<file path="config.mk">
export PLATFORM = sky130hd
export DESIGN_NAME = prw_ctrl
export DESIGN_NICKNAME = d
export VERILOG_FILES = /design/src/prw_pkg.sv /design/src/prw_ctrl.sv
export VERILOG_INCLUDE_DIRS = /design/src
export SDC_FILE = /design/constraint.sdc
export NUM_CORES = 1
export LEC_CHECK = 0
export BUFFER_PORTS_ARGS = -buffer_cell sky130_fd_sc_hd__buf_2
export CORE_ASPECT_RATIO = 0.7
export CORE_MARGIN = 4
export CORE_UTILIZATION = 54
export DETAILED_ROUTE_END_ITERATION = 6
export GPL_TIMING_DRIVEN = 0
export PLACE_DENSITY = 0.84
export SYNTH_ARGS = -nofsm -noshare
export SYNTH_HDL_FRONTEND = slang
export SYNTH_SLANG_ARGS = --single-unit
</file>
<file path="constraint.sdc">
create_clock -name pclk -period 3.5 [get_ports pclk]
set_input_delay 0.7 -clock pclk [delete_from_list [all_inputs] [get_ports pclk]]
set_output_delay 0.7 -clock pclk [all_outputs]
set_load 0.02 [all_outputs]
</file>
<file path="src/prw_defs.svh">
// Offsets, field positions and reset values of the periodic reset unit.
// Assumes an APB slave with byte addresses and 32-bit data words.
`ifndef PRW_DEFS_SVH
`define PRW_DEFS_SVH

// Register byte addresses.
`define PRW_ADDR_CS1   8'h00
`define PRW_ADDR_WAKE  8'h04
`define PRW_ADDR_DIV   8'h08
`define PRW_ADDR_STS   8'h0C
`define PRW_ADDR_MASK  8'h10

// Field positions shared by both control/status registers.
`define PRW_FLAG_BIT   7
`define PRW_ACK_BIT    6
`define PRW_IVL_MSB    5

// Interrupt status and mask bit positions.
`define PRW_STS_WAKE   0
`define PRW_STS_RESET  1

// Reset values.
`define PRW_IVL_RST    6'h3F
`define PRW_DIV_RST    6'h00
`define PRW_CNT_RST    6'h00
`define PRW_STS_RST    2'h0

`endif

</file>
<file path="src/prw_pkg.sv">
// Types shared by the periodic reset unit and its surroundings.
// Assumes the mode code is driven by the system power controller.
package prw_pkg;

   // Processor operating mode as seen by the unit.
   typedef enum logic [2:0] {
      PM_RUN,
      PM_WAIT,
      PM_STOP4,
      PM_STOP3,
      PM_STOP2,
      PM_STOP1
   } prw_mode_e;

   // Requests to the core, interrupt and reset logic.
   typedef struct packed {
      logic clk_restart;
      logic wake_vector;
      logic sys_reset;
      logic por_exit;
      logic por_only_status;
   } prw_req_s;

   // Six-bit interval or count value.
   typedef logic [5:0] prw_ivl_t;

endpackage

</file>
<file path="src/prw_ctrl.sv">
// Periodic wake-up and periodic reset control with an APB register port.
// Assumes wake_tick is a one-cycle enable from the wake clock, synchronous
// to pclk, and that por_resetn is low only for a power-on reset.
`timescale 1ns/100ps
`include "prw_defs.svh"

// What this block does
// - Hardware sets reset flag; writes cannot set it.
// - Writing one to acknowledge clears reset flag.
// - Of all resets, only power-on reset clears reset flag.
// - Acknowledge reads zero; zero write ignored.
// - Reset interval counts wake-up counter periods, 1 to 63.
// - Changed interval restarts prescaler and counters.
// - Zero reset interval disables periodic reset.
// - Zero write refused when other interval zero.
// - Any reset presets reset interval to 63.
// - Wake event sets flag, requests wake vector.
// - Periodic reset requests reset, sets flag.
// - Unit's own events never reset its registers.
// - Shallow stop: restart clocks, then vector.
// - Deep stop wake exits as power-on reset.
// - Deep stop periodic reset shows power-on only.
// - Debug freeze stops every counter.
// - Wake interval counts wake clocks, preset 63.
// - Wake acknowledge clears wake flag, reads zero.
module prw_ctrl (
   // Clock and resets.
   input  wire logic                pclk,
   input  wire logic                presetn,
   input  wire logic                por_resetn,
   // APB slave.
   input  wire logic [7:0]          paddr,
   input  wire logic                psel,
   input  wire logic                penable,
   input  wire logic                pwrite,
   input  wire logic [31:0]         pwdata,
   output logic      [31:0]         prdata,
   output logic                     pready,
   output logic                     pslverr,
   // Time base, mode and debug.
   input  wire logic                wake_tick,
   input  wire prw_pkg::prw_mode_e  cpu_mode,
   input  wire logic                debug_freeze,
   // Requests and interrupt.
   output prw_pkg::prw_req_s        req,
   output logic                     irq
);
   import prw_pkg::*;

   // Register and counter state.
   prw_ivl_t  reset_interval_count_q;
   prw_ivl_t  wut_q;
   prw_ivl_t  div_q;
   prw_ivl_t  pre_q;
   prw_ivl_t  wk_cnt_q;
   prw_ivl_t  rs_cnt_q;
   logic      prf_q;
   logic      wake_flag_q;
   logic [1:0] sts_q;
   logic [1:0] mask_q;
   logic      pend_w_q;
   logic      pend_r_q;
   prw_req_s  req_q;
   logic [31:0] prdata_q;

   // Decoded strobes and events.
   logic      wr;
   logic      rd_setup;
   logic      wr_cs1;
   logic      wr_wake;
   logic      reset_interval_count_ok;
   logic      wut_ok;
   logic      reset_interval_count_chg;
   logic      wut_chg;
   logic      restart;
   logic      run;
   logic      wclk;
   logic      wk_hit;
   logic      ev_w;
   logic      ev_r;
   logic      shallow;
   logic      deep;
   logic      fire_w;
   logic      fire_r;
   prw_ivl_t  new_ivl;

   // Address decode, used only by the error answer; the read mux decodes on its own.
   function automatic logic mapped(input logic [7:0] a);
      mapped = (a == `PRW_ADDR_CS1) || (a == `PRW_ADDR_WAKE) ||
               (a == `PRW_ADDR_DIV) || (a == `PRW_ADDR_STS) ||
               (a == `PRW_ADDR_MASK);
   endfunction

   // A zero wake interval still runs the wake-up counter at its full count.
   function automatic prw_ivl_t wake_lim(input prw_ivl_t v);
      wake_lim = (v == `PRW_CNT_RST) ? `PRW_IVL_RST : v;
   endfunction

   // Counter reaches its limit on this step.
   function automatic logic at_lim(input prw_ivl_t c, input prw_ivl_t l);
      at_lim = (c + 6'h01) == l;
   endfunction

   // Bus strobes; the slave never inserts wait states.
   assign wr       = psel && penable && pwrite;
   assign rd_setup = psel && !penable && !pwrite;
   assign wr_cs1   = wr && (paddr == `PRW_ADDR_CS1);
   assign wr_wake  = wr && (paddr == `PRW_ADDR_WAKE);
   assign new_ivl  = pwdata[`PRW_IVL_MSB:0];
   assign pready   = 1'b1;
   assign pslverr  = psel && penable && !mapped(paddr);

   // refuse double disable.
   // A zero is only taken while the other interval keeps something alive.
   assign reset_interval_count_ok = wr_cs1 && ((new_ivl != `PRW_CNT_RST) || (wut_q != `PRW_CNT_RST));
   assign wut_ok  = wr_wake && ((new_ivl != `PRW_CNT_RST) || (reset_interval_count_q != `PRW_CNT_RST));

   // restart on change.
   // Rewriting the same value must not disturb the running time base.
   assign reset_interval_count_chg = reset_interval_count_ok && (new_ivl != reset_interval_count_q);
   assign wut_chg  = wut_ok && (new_ivl != wut_q);
   assign restart  = reset_interval_count_chg || wut_chg;

   assign run  = !debug_freeze && !restart;
   assign wclk = run && wake_tick && (pre_q == div_q);

   assign wk_hit = wclk && at_lim(wk_cnt_q, wake_lim(wut_q));
   assign ev_w   = wk_hit && (wut_q != `PRW_CNT_RST);

   assign ev_r = wk_hit && (reset_interval_count_q != `PRW_CNT_RST) && at_lim(rs_cnt_q, reset_interval_count_q);

   // Mode classes.
   assign shallow = (cpu_mode == PM_STOP4) || (cpu_mode == PM_STOP3);
   assign deep    = (cpu_mode == PM_STOP2) || (cpu_mode == PM_STOP1);

   // vector one cycle later.
   // In shallow stop an event waits one cycle behind the clock restart.
   assign fire_w = (ev_w && !shallow) || pend_w_q;
   assign fire_r = (ev_r && !shallow) || pend_r_q;

   // own events keep registers.
   // The unit's own reset request never loops back onto presetn here.
   always_ff @(posedge pclk or negedge presetn) begin
      if (!presetn) begin
         reset_interval_count_q <= `PRW_IVL_RST;
      end else if (reset_interval_count_ok) begin
         reset_interval_count_q <= new_ivl;
      end
   end

   always_ff @(posedge pclk or negedge presetn) begin
      if (!presetn) begin
         wut_q <= `PRW_IVL_RST;
      end else if (wut_ok) begin
         wut_q <= new_ivl;
      end
   end

   // Wake clock divider; a divider change takes effect at once, without restarting the prescaler.
   always_ff @(posedge pclk or negedge presetn) begin
      if (!presetn) begin
         div_q <= `PRW_DIV_RST;
      end else if (wr && (paddr == `PRW_ADDR_DIV)) begin
         div_q <= new_ivl;
      end
   end

   always_ff @(posedge pclk or negedge presetn) begin
      if (!presetn) begin
         pre_q <= `PRW_CNT_RST;
      end else if (restart || wclk) begin
         pre_q <= `PRW_CNT_RST;
      end else if (run && wake_tick) begin
         pre_q <= pre_q + 6'h01;
      end
   end

   // Wake-up counter, counting divided wake clocks.
   always_ff @(posedge pclk or negedge presetn) begin
      if (!presetn) begin
         wk_cnt_q <= `PRW_CNT_RST;
      end else if (restart || wk_hit) begin
         wk_cnt_q <= `PRW_CNT_RST;
      end else if (wclk) begin
         wk_cnt_q <= wk_cnt_q + 6'h01;
      end
   end

   always_ff @(posedge pclk or negedge presetn) begin
      if (!presetn) begin
         rs_cnt_q <= `PRW_CNT_RST;
      end else if (restart || ev_r) begin
         rs_cnt_q <= `PRW_CNT_RST;
      end else if (wk_hit) begin
         rs_cnt_q <= rs_cnt_q + 6'h01;
      end
   end

   // Events held one cycle while the clocks restart in shallow stop.
   always_ff @(posedge pclk or negedge presetn) begin
      if (!presetn) begin
         pend_w_q <= 1'b0;
         pend_r_q <= 1'b0;
      end else begin
         pend_w_q <= ev_w && shallow;
         pend_r_q <= ev_r && shallow;
      end
   end

   // power-on only clear.
   // Set wins over a simultaneous acknowledge so no reset is missed.
   always_ff @(posedge pclk or negedge por_resetn) begin
      if (!por_resetn) begin
         prf_q <= 1'b0;
      end else if (fire_r) begin
         prf_q <= 1'b1;
      end else if (wr_cs1 && pwdata[`PRW_ACK_BIT]) begin
         prf_q <= 1'b0;
      end
   end

   always_ff @(posedge pclk or negedge presetn) begin
      if (!presetn) begin
         wake_flag_q <= 1'b0;
      end else if (fire_w) begin
         wake_flag_q <= 1'b1;
      end else if (wr_wake && pwdata[`PRW_ACK_BIT]) begin
         wake_flag_q <= 1'b0;
      end
   end

   always_ff @(posedge pclk or negedge presetn) begin
      if (!presetn) begin
         req_q <= '0;
      end else begin
         req_q.clk_restart     <= (ev_w || ev_r) && shallow;
         req_q.wake_vector     <= 1'b0;
         req_q.sys_reset       <= fire_r && !deep;
         req_q.por_exit        <= (fire_w || fire_r) && deep;
         req_q.por_only_status <= fire_r && deep;
      end
   end

   // The wake vector stays requested while the flag stands, so a deep
   // stop exit leaves it pending until software acknowledges the wake flag.
   always_comb begin
      req             = req_q;
      req.wake_vector = wake_flag_q;
   end

   // Sticky interrupt status; the event wins over a write-one clear.
   always_ff @(posedge pclk or negedge presetn) begin
      if (!presetn) begin
         sts_q <= `PRW_STS_RST;
      end else begin
         if (fire_w) begin
            sts_q[`PRW_STS_WAKE] <= 1'b1;
         end else if (wr && (paddr == `PRW_ADDR_STS) && pwdata[`PRW_STS_WAKE]) begin
            sts_q[`PRW_STS_WAKE] <= 1'b0;
         end
         if (fire_r) begin
            sts_q[`PRW_STS_RESET] <= 1'b1;
         end else if (wr && (paddr == `PRW_ADDR_STS) && pwdata[`PRW_STS_RESET]) begin
            sts_q[`PRW_STS_RESET] <= 1'b0;
         end
      end
   end

   // Interrupt mask, same layout as the status register.
   always_ff @(posedge pclk or negedge presetn) begin
      if (!presetn) begin
         mask_q <= `PRW_STS_RST;
      end else if (wr && (paddr == `PRW_ADDR_MASK)) begin
         mask_q <= pwdata[1:0];
      end
   end

   assign irq = |(sts_q & mask_q);

   // acknowledge reads zero.
   // Read data is captured in the setup cycle and shown in the access.
   always_ff @(posedge pclk or negedge presetn) begin
      if (!presetn) begin
         prdata_q <= 32'h0000_0000;
      end else if (rd_setup) begin
         unique case (paddr)
            `PRW_ADDR_CS1:  prdata_q <= {24'h00_0000, prf_q, 1'b0, reset_interval_count_q};
            `PRW_ADDR_WAKE: prdata_q <= {24'h00_0000, wake_flag_q, 1'b0, wut_q};
            `PRW_ADDR_DIV:  prdata_q <= {26'h000_0000, div_q};
            `PRW_ADDR_STS:  prdata_q <= {30'h0000_0000, sts_q};
            `PRW_ADDR_MASK: prdata_q <= {30'h0000_0000, mask_q};
            default:        prdata_q <= 32'h0000_0000;
         endcase
      end
   end

   assign prdata = prdata_q;

   // Checks beside the logic they guard.

   property p_prf_set;
      @(posedge pclk) disable iff (!presetn || !por_resetn)
      fire_r |=> prf_q;
   endproperty
   a_prf_set: assert property (p_prf_set)
      else $error("periodic reset flag not set after reset event");

   property p_prf_ack;
      @(posedge pclk) disable iff (!presetn || !por_resetn)
      (wr_cs1 && pwdata[`PRW_ACK_BIT] && !fire_r) |=> !prf_q;
   endproperty
   a_prf_ack: assert property (p_prf_ack)
      else $error("acknowledge did not clear periodic reset flag");

   property p_prf_hold;
      @(posedge pclk) disable iff (!presetn || !por_resetn)
      (!fire_r && !(wr_cs1 && pwdata[`PRW_ACK_BIT])) |=> prf_q == $past(prf_q);
   endproperty
   a_prf_hold: assert property (p_prf_hold)
      else $error("periodic reset flag changed without cause");

   property p_ack_reads_zero;
      @(posedge pclk) disable iff (!presetn)
      (rd_setup && (paddr == `PRW_ADDR_CS1)) |=> !prdata[`PRW_ACK_BIT] && (prdata[7] == $past(prf_q));
   endproperty
   a_ack_reads_zero: assert property (p_ack_reads_zero)
      else $error("control read returned wrong flag or acknowledge bits");

   property p_double_off;
      @(posedge pclk) disable iff (!presetn)
      (wr_cs1 && (new_ivl == 6'h00) && (wut_q == 6'h00)) |=> reset_interval_count_q == $past(reset_interval_count_q);
   endproperty
   a_double_off: assert property (p_double_off)
      else $error("reset interval cleared while wake interval was zero");

   property p_restart;
      @(posedge pclk) disable iff (!presetn)
      reset_interval_count_chg |=> (pre_q == 6'h00) && (wk_cnt_q == 6'h00) && (rs_cnt_q == 6'h00);
   endproperty
   a_restart: assert property (p_restart)
      else $error("counters not restarted after interval change");

   property p_freeze;
      @(posedge pclk) disable iff (!presetn)
      (debug_freeze && !restart) |=> $stable(pre_q) && $stable(wk_cnt_q) && $stable(rs_cnt_q);
   endproperty
   a_freeze: assert property (p_freeze)
      else $error("counter moved during debug freeze");

   property p_shallow_order;
      @(posedge pclk) disable iff (!presetn)
      (ev_r && shallow) |=> req.clk_restart && !req.sys_reset ##1 req.sys_reset || req.por_exit;
   endproperty
   a_shallow_order: assert property (p_shallow_order)
      else $error("reset not preceded by clock restart in shallow stop");

   property p_deep_reset;
      @(posedge pclk) disable iff (!presetn)
      (fire_r && deep) |=> req.por_exit && req.por_only_status && !req.sys_reset;
   endproperty
   a_deep_reset: assert property (p_deep_reset)
      else $error("deep stop reset not shown as power-on exit");

   // In shallow stop the flag is set one cycle after the count wraps.
   property p_wrap;
      @(posedge pclk) disable iff (!presetn)
      ev_r |=> (rs_cnt_q == 6'h00) && (prf_q || pend_r_q);
   endproperty
   a_wrap: assert property (p_wrap)
      else $error("reset counter did not wrap on periodic reset");

endmodule // prw_ctrl

</file>
==> flow_results.org, run 1 <==
** Drt
- Routed len/inst :: about 17 µm
- Overall routed net length :: between 9 and 10 mm
- Via density per instance :: between 5 and 6
- In the routed design, unresolved DRC markers number 0.
- Vias post-DR :: roughly 3200
- DR pass1 iterations :: 5
- Detail Route Antenna Nets :: 0
- For this block, the initial DRC count from the detailed router was 265.

** Status
- The run finished with clean final reports.

** Power and ir drop
- The internal portion of the total power is ~1300 µW.
- Total power of the final layout :: roughly 2100 µW
- Psw :: about 860 µW
- For this design the static power due to leakage is 0.001929 µW.
- Of the total power, the share spent switching nets is 0.4077.
- The share of total power dissipated in the clock network is 0.206.
- Of the total power, registers draw 0.373.
- IR analysis of the VDD net gives a maximum drop of between 0.3 and 0.4 mV.
- The share of total power dissipated in combinational logic is 0.421.
- Power Density :: about 510 nW/µm²

** Cells and area
- Signed area change from the synthesized netlist to the final layout :: 14.10%
- The number of antenna diodes in the final layout is 0.
- Area of all placed cells without fillers :: around 4200 µm²
- # nets final :: approximately 500
- The layout has 549 filler cells.
- In the final layout, the share of cells above drive strength 1 is 0.2495.
- Post-layout utilization of the core :: 0.6506

** Critical path
- Cells along the critical path :: buf_2 > or4_1 > or3_1 > clkbuf_1 > a2111o_1 > o22ai_1 > clkbuf_1 > nor2_1
- The worst setup path is of the input pin to flop kind.
- CP most frequent cell :: sky130_fd_sc_hd__clkbuf_1
- Worst Path Buf+Inv :: 3
- STA classifies the critical path endpoint as a flop.
- Data arrival time of the worst path :: 3.33 ns
- Of all nets on the critical path, the largest fanout is 10.
- Required arrival time at the worst endpoint :: ~3.7 ns
- Delay of the slowest cell on the worst path :: approximately 0.57 ns
- On the critical path, the stage with the largest delay is an instance of sky130_fd_sc_hd__or4_1.
- Setup crit start kind :: input pin
- In this design, the largest share of critical-path delay is due to simple AND/OR/NAND/NOR gates.

** Floorplanning
- Floorplan die height :: between 70 and 80 µm
- Row count :: 24
- Floorplan die area :: between 8000 and 9000 µm²
- Ports :: just over 90
- From left edge to right edge, the die measures between 100 and 150 µm.
- The core region is approximately 6400 µm².
- Effective utilization at floorplan :: 0.5702

** Yosys
- Counting every instance in the synthesized netlist gives roughly 400.
- For this run, the number of Yosys warnings is 0.
- After synthesis, the largest family of logic cells by area is simple AND/OR/NAND/NOR gates.
- Synthesized-area fraction occupied by and/or/nand/nor cells :: 0.2000
- Of all flip-flops after synthesis, the portion carrying an async set or reset was 1.000.
- Count of distinct cell types in the synthesized netlist :: 57
- Mean Syn Cell Area :: between 9 and 10 µm²
- For this run, the register share of the synthesized area comes to 0.3815.
- Synth Area in Compound Gates :: 0.1599
- Of the total synthesized cell area, the portion taken by full adders, half adders and majority gates is 0.01029.
- Dominant synthesized flop cell :: sky130_fd_sc_hd__dfrtp_1
- Xor/xnor share of the synthesized area :: 0.08096
- The synthesized netlist occupies a cell area of roughly 3600 µm².
- Number of storage elements in the synthesis netlist :: 55
- Fraction of synthesized area in multiplexers :: 0.08645
- The synthesized design contains 0 enable-type register cells.
- The share of synthesized area in the top cell type comes to 0.2950.
- Yosys attributes the largest share of cell area to sky130_fd_sc_hd__dfrtp_1 (30%), sky130_fd_sc_hd__dfstp_2 (8.6%), sky130_fd_sc_hd__mux2_2 (6.2%).
- sky130_fd_sc_hd__dfrtp_1 takes more of the synthesized area than any other cell.

** Clock tree
- Clock transition at the register clock pins on the worst setup and hold paths after CTS :: approximately 0.10 ns
- Clock tree synthesis selected as its root buffer the cell sky130_fd_sc_hd__clkbuf_8.
- Clock buffers created by TritonCTS :: 5
- At the later pin of the worst-skew pair, clock insertion delay measures roughly 0.32 ns.
- CTS tree :: yes
- Buffers inserted to repair hold after CTS numbered 0.
- CTS saw 55 sinks.
- Count of instances resized after the clock tree is built :: 0
- Buffers added to address setup during post-CTS repair amount to 0.
- In this run the number of H-tree levels came out at 2.
- Buffers from clock root to sink, at most :: 2

** GRT
- Global routing usage summed across all routing layers :: 0.2330
- The number of global-route vias before repair is 3203.
- The first global-routing pass estimated between 15 and 20 mm of wire.
- Entering global routing, the biggest net connects 55 pins.
- GR Overflow Total :: 0
- Antenna violations before repair :: 0

** Timing
- Setup total negative slack :: 0 ns
- Min Hold Slack :: between 0.1 and 0.15 ns
- Count of endpoints failing setup in the final report :: 0
- At the pin with the least slew margin, the transition time is ~1.0 ns.
- Max Transition Viols Final :: 0
- The number of hold-slack violations in the final timing report is 0.
- Max-slew headroom :: 0.3357
- For this run, the top clock speed supported by timing is 0.3186 GHz.
- Setup repair after global routing left no endpoint under its margin.
- Counting I/O delays and the setup requirement, the final critical path takes ~3.1 ns.
- In the finished design, the share of the clock period the worst path needs comes to 0.8968.
- Between clock sinks in the finished design, the worst skew comes to roughly 0.0048 ns.

** Placement
- In this run the tool buffered the top-level ports with 35 buffer cells.
- The congestion estimate from routability-driven global placement came to 0.9025.
- In this run the cell area measured after placement is around 4000 µm².
- HPWL after detailed placement :: ~7 mm

** Flow run
- Across the run, the number of max-cap violations was 0.

** Min path
- The path class of the tightest hold or removal check is input pin to async pin.
[worst reg2reg max path, stage by stage (launching register included)]
cell and delay, ns:
sky130_fd_sc_hd__dfstp_2 0.37, sky130_fd_sc_hd__buf_2 0.17, sky130_fd_sc_hd__or3_1 0.41, sky130_fd_sc_hd__nor2_1 0.43, sky130_fd_sc_hd__o211ai_1 0.19, sky130_fd_sc_hd__a221o_1 0.46, sky130_fd_sc_hd__or4_4 0.59, sky130_fd_sc_hd__o41ai_2 0.31
[power by group through the flow]
stage / Combinational (µW) / Sequential, µW / Clock (µW)
floorplan: 652 / 780 / 0
global placement: 810 / 792 / 0
detailed placement: 861 / 800 / 0
CTS: 865 / 787 / 438
global route: 985 / 800 / 465
finish: 891 / 790 / 435
[layer usage]
layer  global-route usage  wire, µm  up-vias
li1                     -         -     1506
met1               0.3308      4205     1525
met2               0.3717      4279      115
met3              0.03691       582       11
met4              0.06080       101        0
met5                    0         0        -
[cells in the mapped netlist, drive strengths merged (3+ instances only)]
master	count
nand3	12
or3	4
nor2	19
xor2	13
xnor2	18
nor2b	10
a2111o	3
o21ai	14
inv	3
and3	4
o21a	3
o211ai	3
ha	3
mux2	20
dfrtp	43
buf	31
a21oi	29
nand2b	5
and2	6
nand2	33
o22ai	7
clkbuf	15
or4	8
nor3	16
mux2i	9
o31ai	6
dfstp	12
a211oi	3
o41ai	5
nand4	9
a21boi	3
[layout make-up]
class,instances,area [µm²],share of cell area
well taps,91,113.9,0.02736
multi-input cells,313,2063,0.4958
flip-flops and latches,55,1391,0.3343
inverters,3,11.26,0.002706
clock inverters,2,37.54,0.009020
repair buffers,36,195.2,0.04690
plain buffers,46,276.5,0.06645
clock buffers,6,72.57,0.01744
[cells by family after synthesis]
| logic type | after synthesis |
|---|---|
| compound gates | 87 |
| xor+xnor | 32 |
| fa+ha+maj | 3 |
| buf+inv | 49 |
| flops | 55 |
| mux | 29 |
| other cells | 2 |
| simple gates | 136 |
[final timing paths]
path                                            start                     to  slack (ns)  cells past startpoint
worst max-delay path                         paddr[1]   pre_q[0]$_DFFE_PN0P_        0.36                      8
worst min register to register  prdata[4]$_DFFE_PN0P_  prdata[4]$_DFFE_PN0P_        0.48                      2
worst max register to register   wut_q[1]$_DFFE_PN1P_       req[2]$_DFF_PN0_        0.47                      7
min in group pclk               prdata[4]$_DFFE_PN0P_  prdata[4]$_DFFE_PN0P_        0.48                      2
max in group asynchronous                     presetn   wut_q[5]$_DFFE_PN1P_        2.46                      2
worst min-delay path                       por_resetn      prf_q$_DFFE_PN0P_        0.13                      1
[through the flow]
| step | worst slack (ns) | instances |
|---|---|---|
| finish | 0.3611 | 552 |
| global route | 0.2876 | 552 |
| CTS | 0.3977 | 551 |
| detailed placement | 0.06201 | 543 |
| global placement | 0.08061 | 543 |
| floorplan | 0.6235 | 417 |
[layout by cell type (no fill, tap or decap), drive strengths merged, types with 3 or more instances in the layout]
cell type	instances
o21a	3
a2111o	3
nand3	12
a21boi	3
mux2	20
nand4	9
clkbuf	21
and2	6
dfrtp	43
o22ai	7
xnor2	18
a211oi	3
nor2b	10
conb	26
or3	4
dfstp	12
nand2b	5
o21ai	14
and3	4
xor2	13
a21oi	29
inv	3
buf	67
or4	8
ha	3
o31ai	6
o41ai	5
nor3	16
mux2i	9
nand2	33
nor2	19
o211ai	3
[state kept, by name (all words and copies together), names as in the netlist, 4 cells and up]
name and cells:
reset_interval_count_q 6, pre_q 6, wk_cnt_q 6, req 4
div_q 6, rs_cnt_q 6, prdata 7, wut_q 6
(Power assumes the default switching activity.)
==> run 2: changes to the inputs <==
- MAX_ROUTING_LAYER: unset -> met4
==> run 2 against run 1 <==
  * Global-route usage down 0.051 points
  * Utilization up 0.078 points
  * Largest power group unchanged
  * Register-to-register slack about the same
==> flow_results.org, run 2 (synthesis results as in run 1) <==
** Timing
- The final cycle utilization of the critical path is 0.8832 (was 0.8968).
- Least-Margin Pin Slew :: 0.9313 ns (was 0.9964 ns)
- Unrepaired setup endpoints after global routing :: false (unchanged)
- The count of endpoints failing setup in the final report was 0 (unchanged).
- The maximum achievable frequency came to 0.3235 GHz (was 0.3186 GHz).
- The worst max-slew margin expressed relative to the limit was 0.3778 (was 0.3357).
- The number of hold-slack violations in the final timing report is 0 (unchanged).
- Final worst clock skew :: 0.01191 ns (was 0.004777 ns)
- Max Transition Viols Final :: 0 (unchanged)
- The final critical-path required period came to 3.091 ns (was 3.139 ns).
- The total negative slack was 0 ns (unchanged).

** Cells and area
- Leading cell type in the layout, fill and taps excluded :: sky130_fd_sc_hd__dfrtp_1 (unchanged)
- Number of fillers in the final layout :: 515 (was 549)
- Number of diodes added for antenna fixing :: 0 (unchanged)
- The layout-stage area growth over the synthesis result was 14.24% (was 14.10%).
- The flip-flop count of the largest register after layout came to 7 (unchanged).
- The final net count was 513 (was 514).
- Share of layout cells above drive strength 1 :: 0.2478 (was 0.2495)
- The area of the multi-input gates came to 2063 µm² (unchanged).
- Commonest cells after routing, fill and taps aside :: sky130_fd_sc_hd__dfrtp_1 (43), sky130_fd_sc_hd__buf_2 (36), sky130_fd_sc_hd__nand2_1 (33) (was sky130_fd_sc_hd__dfrtp_1 (43), sky130_fd_sc_hd__buf_2 (37), sky130_fd_sc_hd__nand2_1 (33))
- The register area was 1391 µm² (unchanged).
- The final standard cell area without fillers was 4167 µm² (was 4161 µm²).

** Clock tree
- CTS sink count :: 55 (unchanged)
- The latest clock arrival within the worst-skew pair is 0.31 ns (was 0.32 ns).
- Clock transition at the register clock pins on the worst setup and hold paths after CTS :: 0.10 ns (about the same)
- CTS Root Buffer Type :: sky130_fd_sc_hd__clkbuf_8 (unchanged)
- Hold-fix buffers, CTS :: 0 (unchanged)
- The count of buffers added by post-CTS timing repair for setup came to 0 (unchanged).
- The quantity of gates resized following cts was 0 (unchanged).
- The TritonCTS clock tree is yes (unchanged).
- Clock buffers created by TritonCTS :: 5 (unchanged)
- The maximum buffer depth of the clock tree is 2 (unchanged).
- The maximum level of the CTS H-tree is 2 (unchanged).

** Drt
- The violation count after the first detailed-route iteration came to 244 (was 265).
- The average via count per standard cell came to 5.679 (was 5.719).
- The total vias in the final route came to 3129 (was 3157).
- The number of detailed-routing iterations run before antenna repair is 4 (was 5).
- The routed length per placed instance is 16.40 µm (was 16.61 µm).
- The post-route antenna net violation count was 0 (unchanged).
- Remaining routing DRC violations :: 0 (unchanged)
- Overall routed net length :: 9.039 mm (was 9.168 mm)

** Critical path
- Required arrival time at the worst endpoint :: 3.67 ns (was 3.69 ns)
- The endpoint kind of the worst setup timing path is a flop (unchanged).
- The start point of the critical path is paddr[1] (unchanged).
- Data arrival time of the worst path :: 3.26 ns (was 3.33 ns)
- The critical path startpoint category is an input pin (unchanged).
- The worst setup path category is input pin to flop (unchanged).
- Crit-path max FO :: 10 (unchanged)
- The launching point of the worst reg2reg path is wut_q[1]$_DFFE_PN1P_ (unchanged).

** Placement
- HPWL after detailed placement :: 6.932 mm (was 6.949 mm)
- Routability congestion estimate from global placement :: 0.9292 (was 0.9025)
- The count of input and output buffers is 35 (unchanged).
- The placed instance area came to 4026 µm² (unchanged).

** GRT
- Largest net degree at the start of global routing :: 55 (unchanged)
- Wire length of the first global-routing pass :: 15.24 mm (was 15.55 mm)
- The initial antenna violation count was 0 (unchanged).
- Global routing usage summed across all routing layers :: 0.2325 (was 0.2330)
- The number of global-route vias before repair was 3062 (was 3203).
- The overflow left after global routing was 0 (unchanged).

** Status
- Outcome :: finished clean (unchanged)

** Flow run
- The number of maximum-capacitance constraint violations came to 0 (unchanged).

** Floorplanning
- The vertical die dimension is 76.76 µm (unchanged).
- Floorplan die area :: 8154 µm² (unchanged)
- The starting utilization of the core area is 0.5702 (unchanged).
- The cell row count was 24 (unchanged).
- Ports :: 91 (unchanged)
- Chip width :: 106.2 µm (unchanged)
- The placeable core area was 6396 µm² (unchanged).

** Power and ir drop
- Total power of the final layout :: 2157 µW (was 2116 µW)
- The power density over the cells came to 517.7 nW/µm² (was 508.5 nW/µm²).
- LEAKAGE :: 0.001934 µW (was 0.001929 µW)
- The largest voltage drop on the vdd net was 0.4976 mV (was 0.3674 mV).

** Min path
- The path class of the lowest-slack min-delay path was input pin to async pin (unchanged).
-- run 2: worst paths after layout --
check / to / slack [ns] / cells past startpoint
setup / recovery: wk_cnt_q[3]$_DFFE_PN0P_ / 0.41 / 8
hold / removal: prf_q$_DFFE_PN0P_ / 0.14 / 1
setup reg to reg: req[2]$_DFF_PN0_ / 0.48 / 7
hold reg to reg: prdata[3]$_DFFE_PN0P_ / 0.48 / 2
max in group asynchronous: wk_cnt_q[4]$_DFFE_PN0P_ / 2.60 / 1
min in group pclk: prdata[3]$_DFFE_PN0P_ / 0.48 / 2
-- run 2: routing by layer --
metal	up-vias	global-route usage	part of all wire	wire length, µm
met1	1502	0.3158	0.45	4063
met4	0	0.04787	0.0063	57
met5	-	-	0	0
met3	7	0.04698	0.076	685
li1	1508	-	-	-
met2	112	0.3635	0.47	4232
-- run 2: report_power, final --
part | total (µW) | switching [µW] | internal (µW)
clock | 496 | 210 | 286
combinational | 871 | 540 | 331
sequential | 789 | 84.3 | 705
total | 2160 | 835 | 1320
-- run 2: through the flow --
stage | setup slack [ns] | instances | util | hold WS, ns
2_1_floorplan | 0.6235 | 417 | - | 0.4044
3_3_place_gp | 0.08683 | 543 | 0.6295 | 0.4567
3_5_place_dp | 0.04321 | 543 | 0.6295 | 0.4627
4_1_cts | 0.3691 | 551 | 0.6502 | 0.1291
5_1_grt | 0.2355 | 551 | 0.6514 | 0.1255
6_report | 0.4088 | 551 | 0.6514 | 0.1368
-- run 2: final cells by class --
class / instances / share of cell area
multi-input combinational: 313 / 0.4952
inverter: 3 / 0.002703
tap: 91 / 0.02733
clock buffer: 6 / 0.01742
clock inverter: 2 / 0.01441
timing repair buffer: 35 / 0.04264
sequential: 55 / 0.3339
buffer: 46 / 0.06637
-- run 2: worst max-delay path, cell delays in order --
cell and delay [ns]:
sky130_fd_sc_hd__buf_2 0.09, sky130_fd_sc_hd__or4_1 0.57, sky130_fd_sc_hd__or3_1 0.32, sky130_fd_sc_hd__clkbuf_1 0.19, sky130_fd_sc_hd__a2111o_1 0.40, sky130_fd_sc_hd__o22ai_1 0.49, sky130_fd_sc_hd__clkbuf_1 0.42, sky130_fd_sc_hd__a21oi_1 0.08
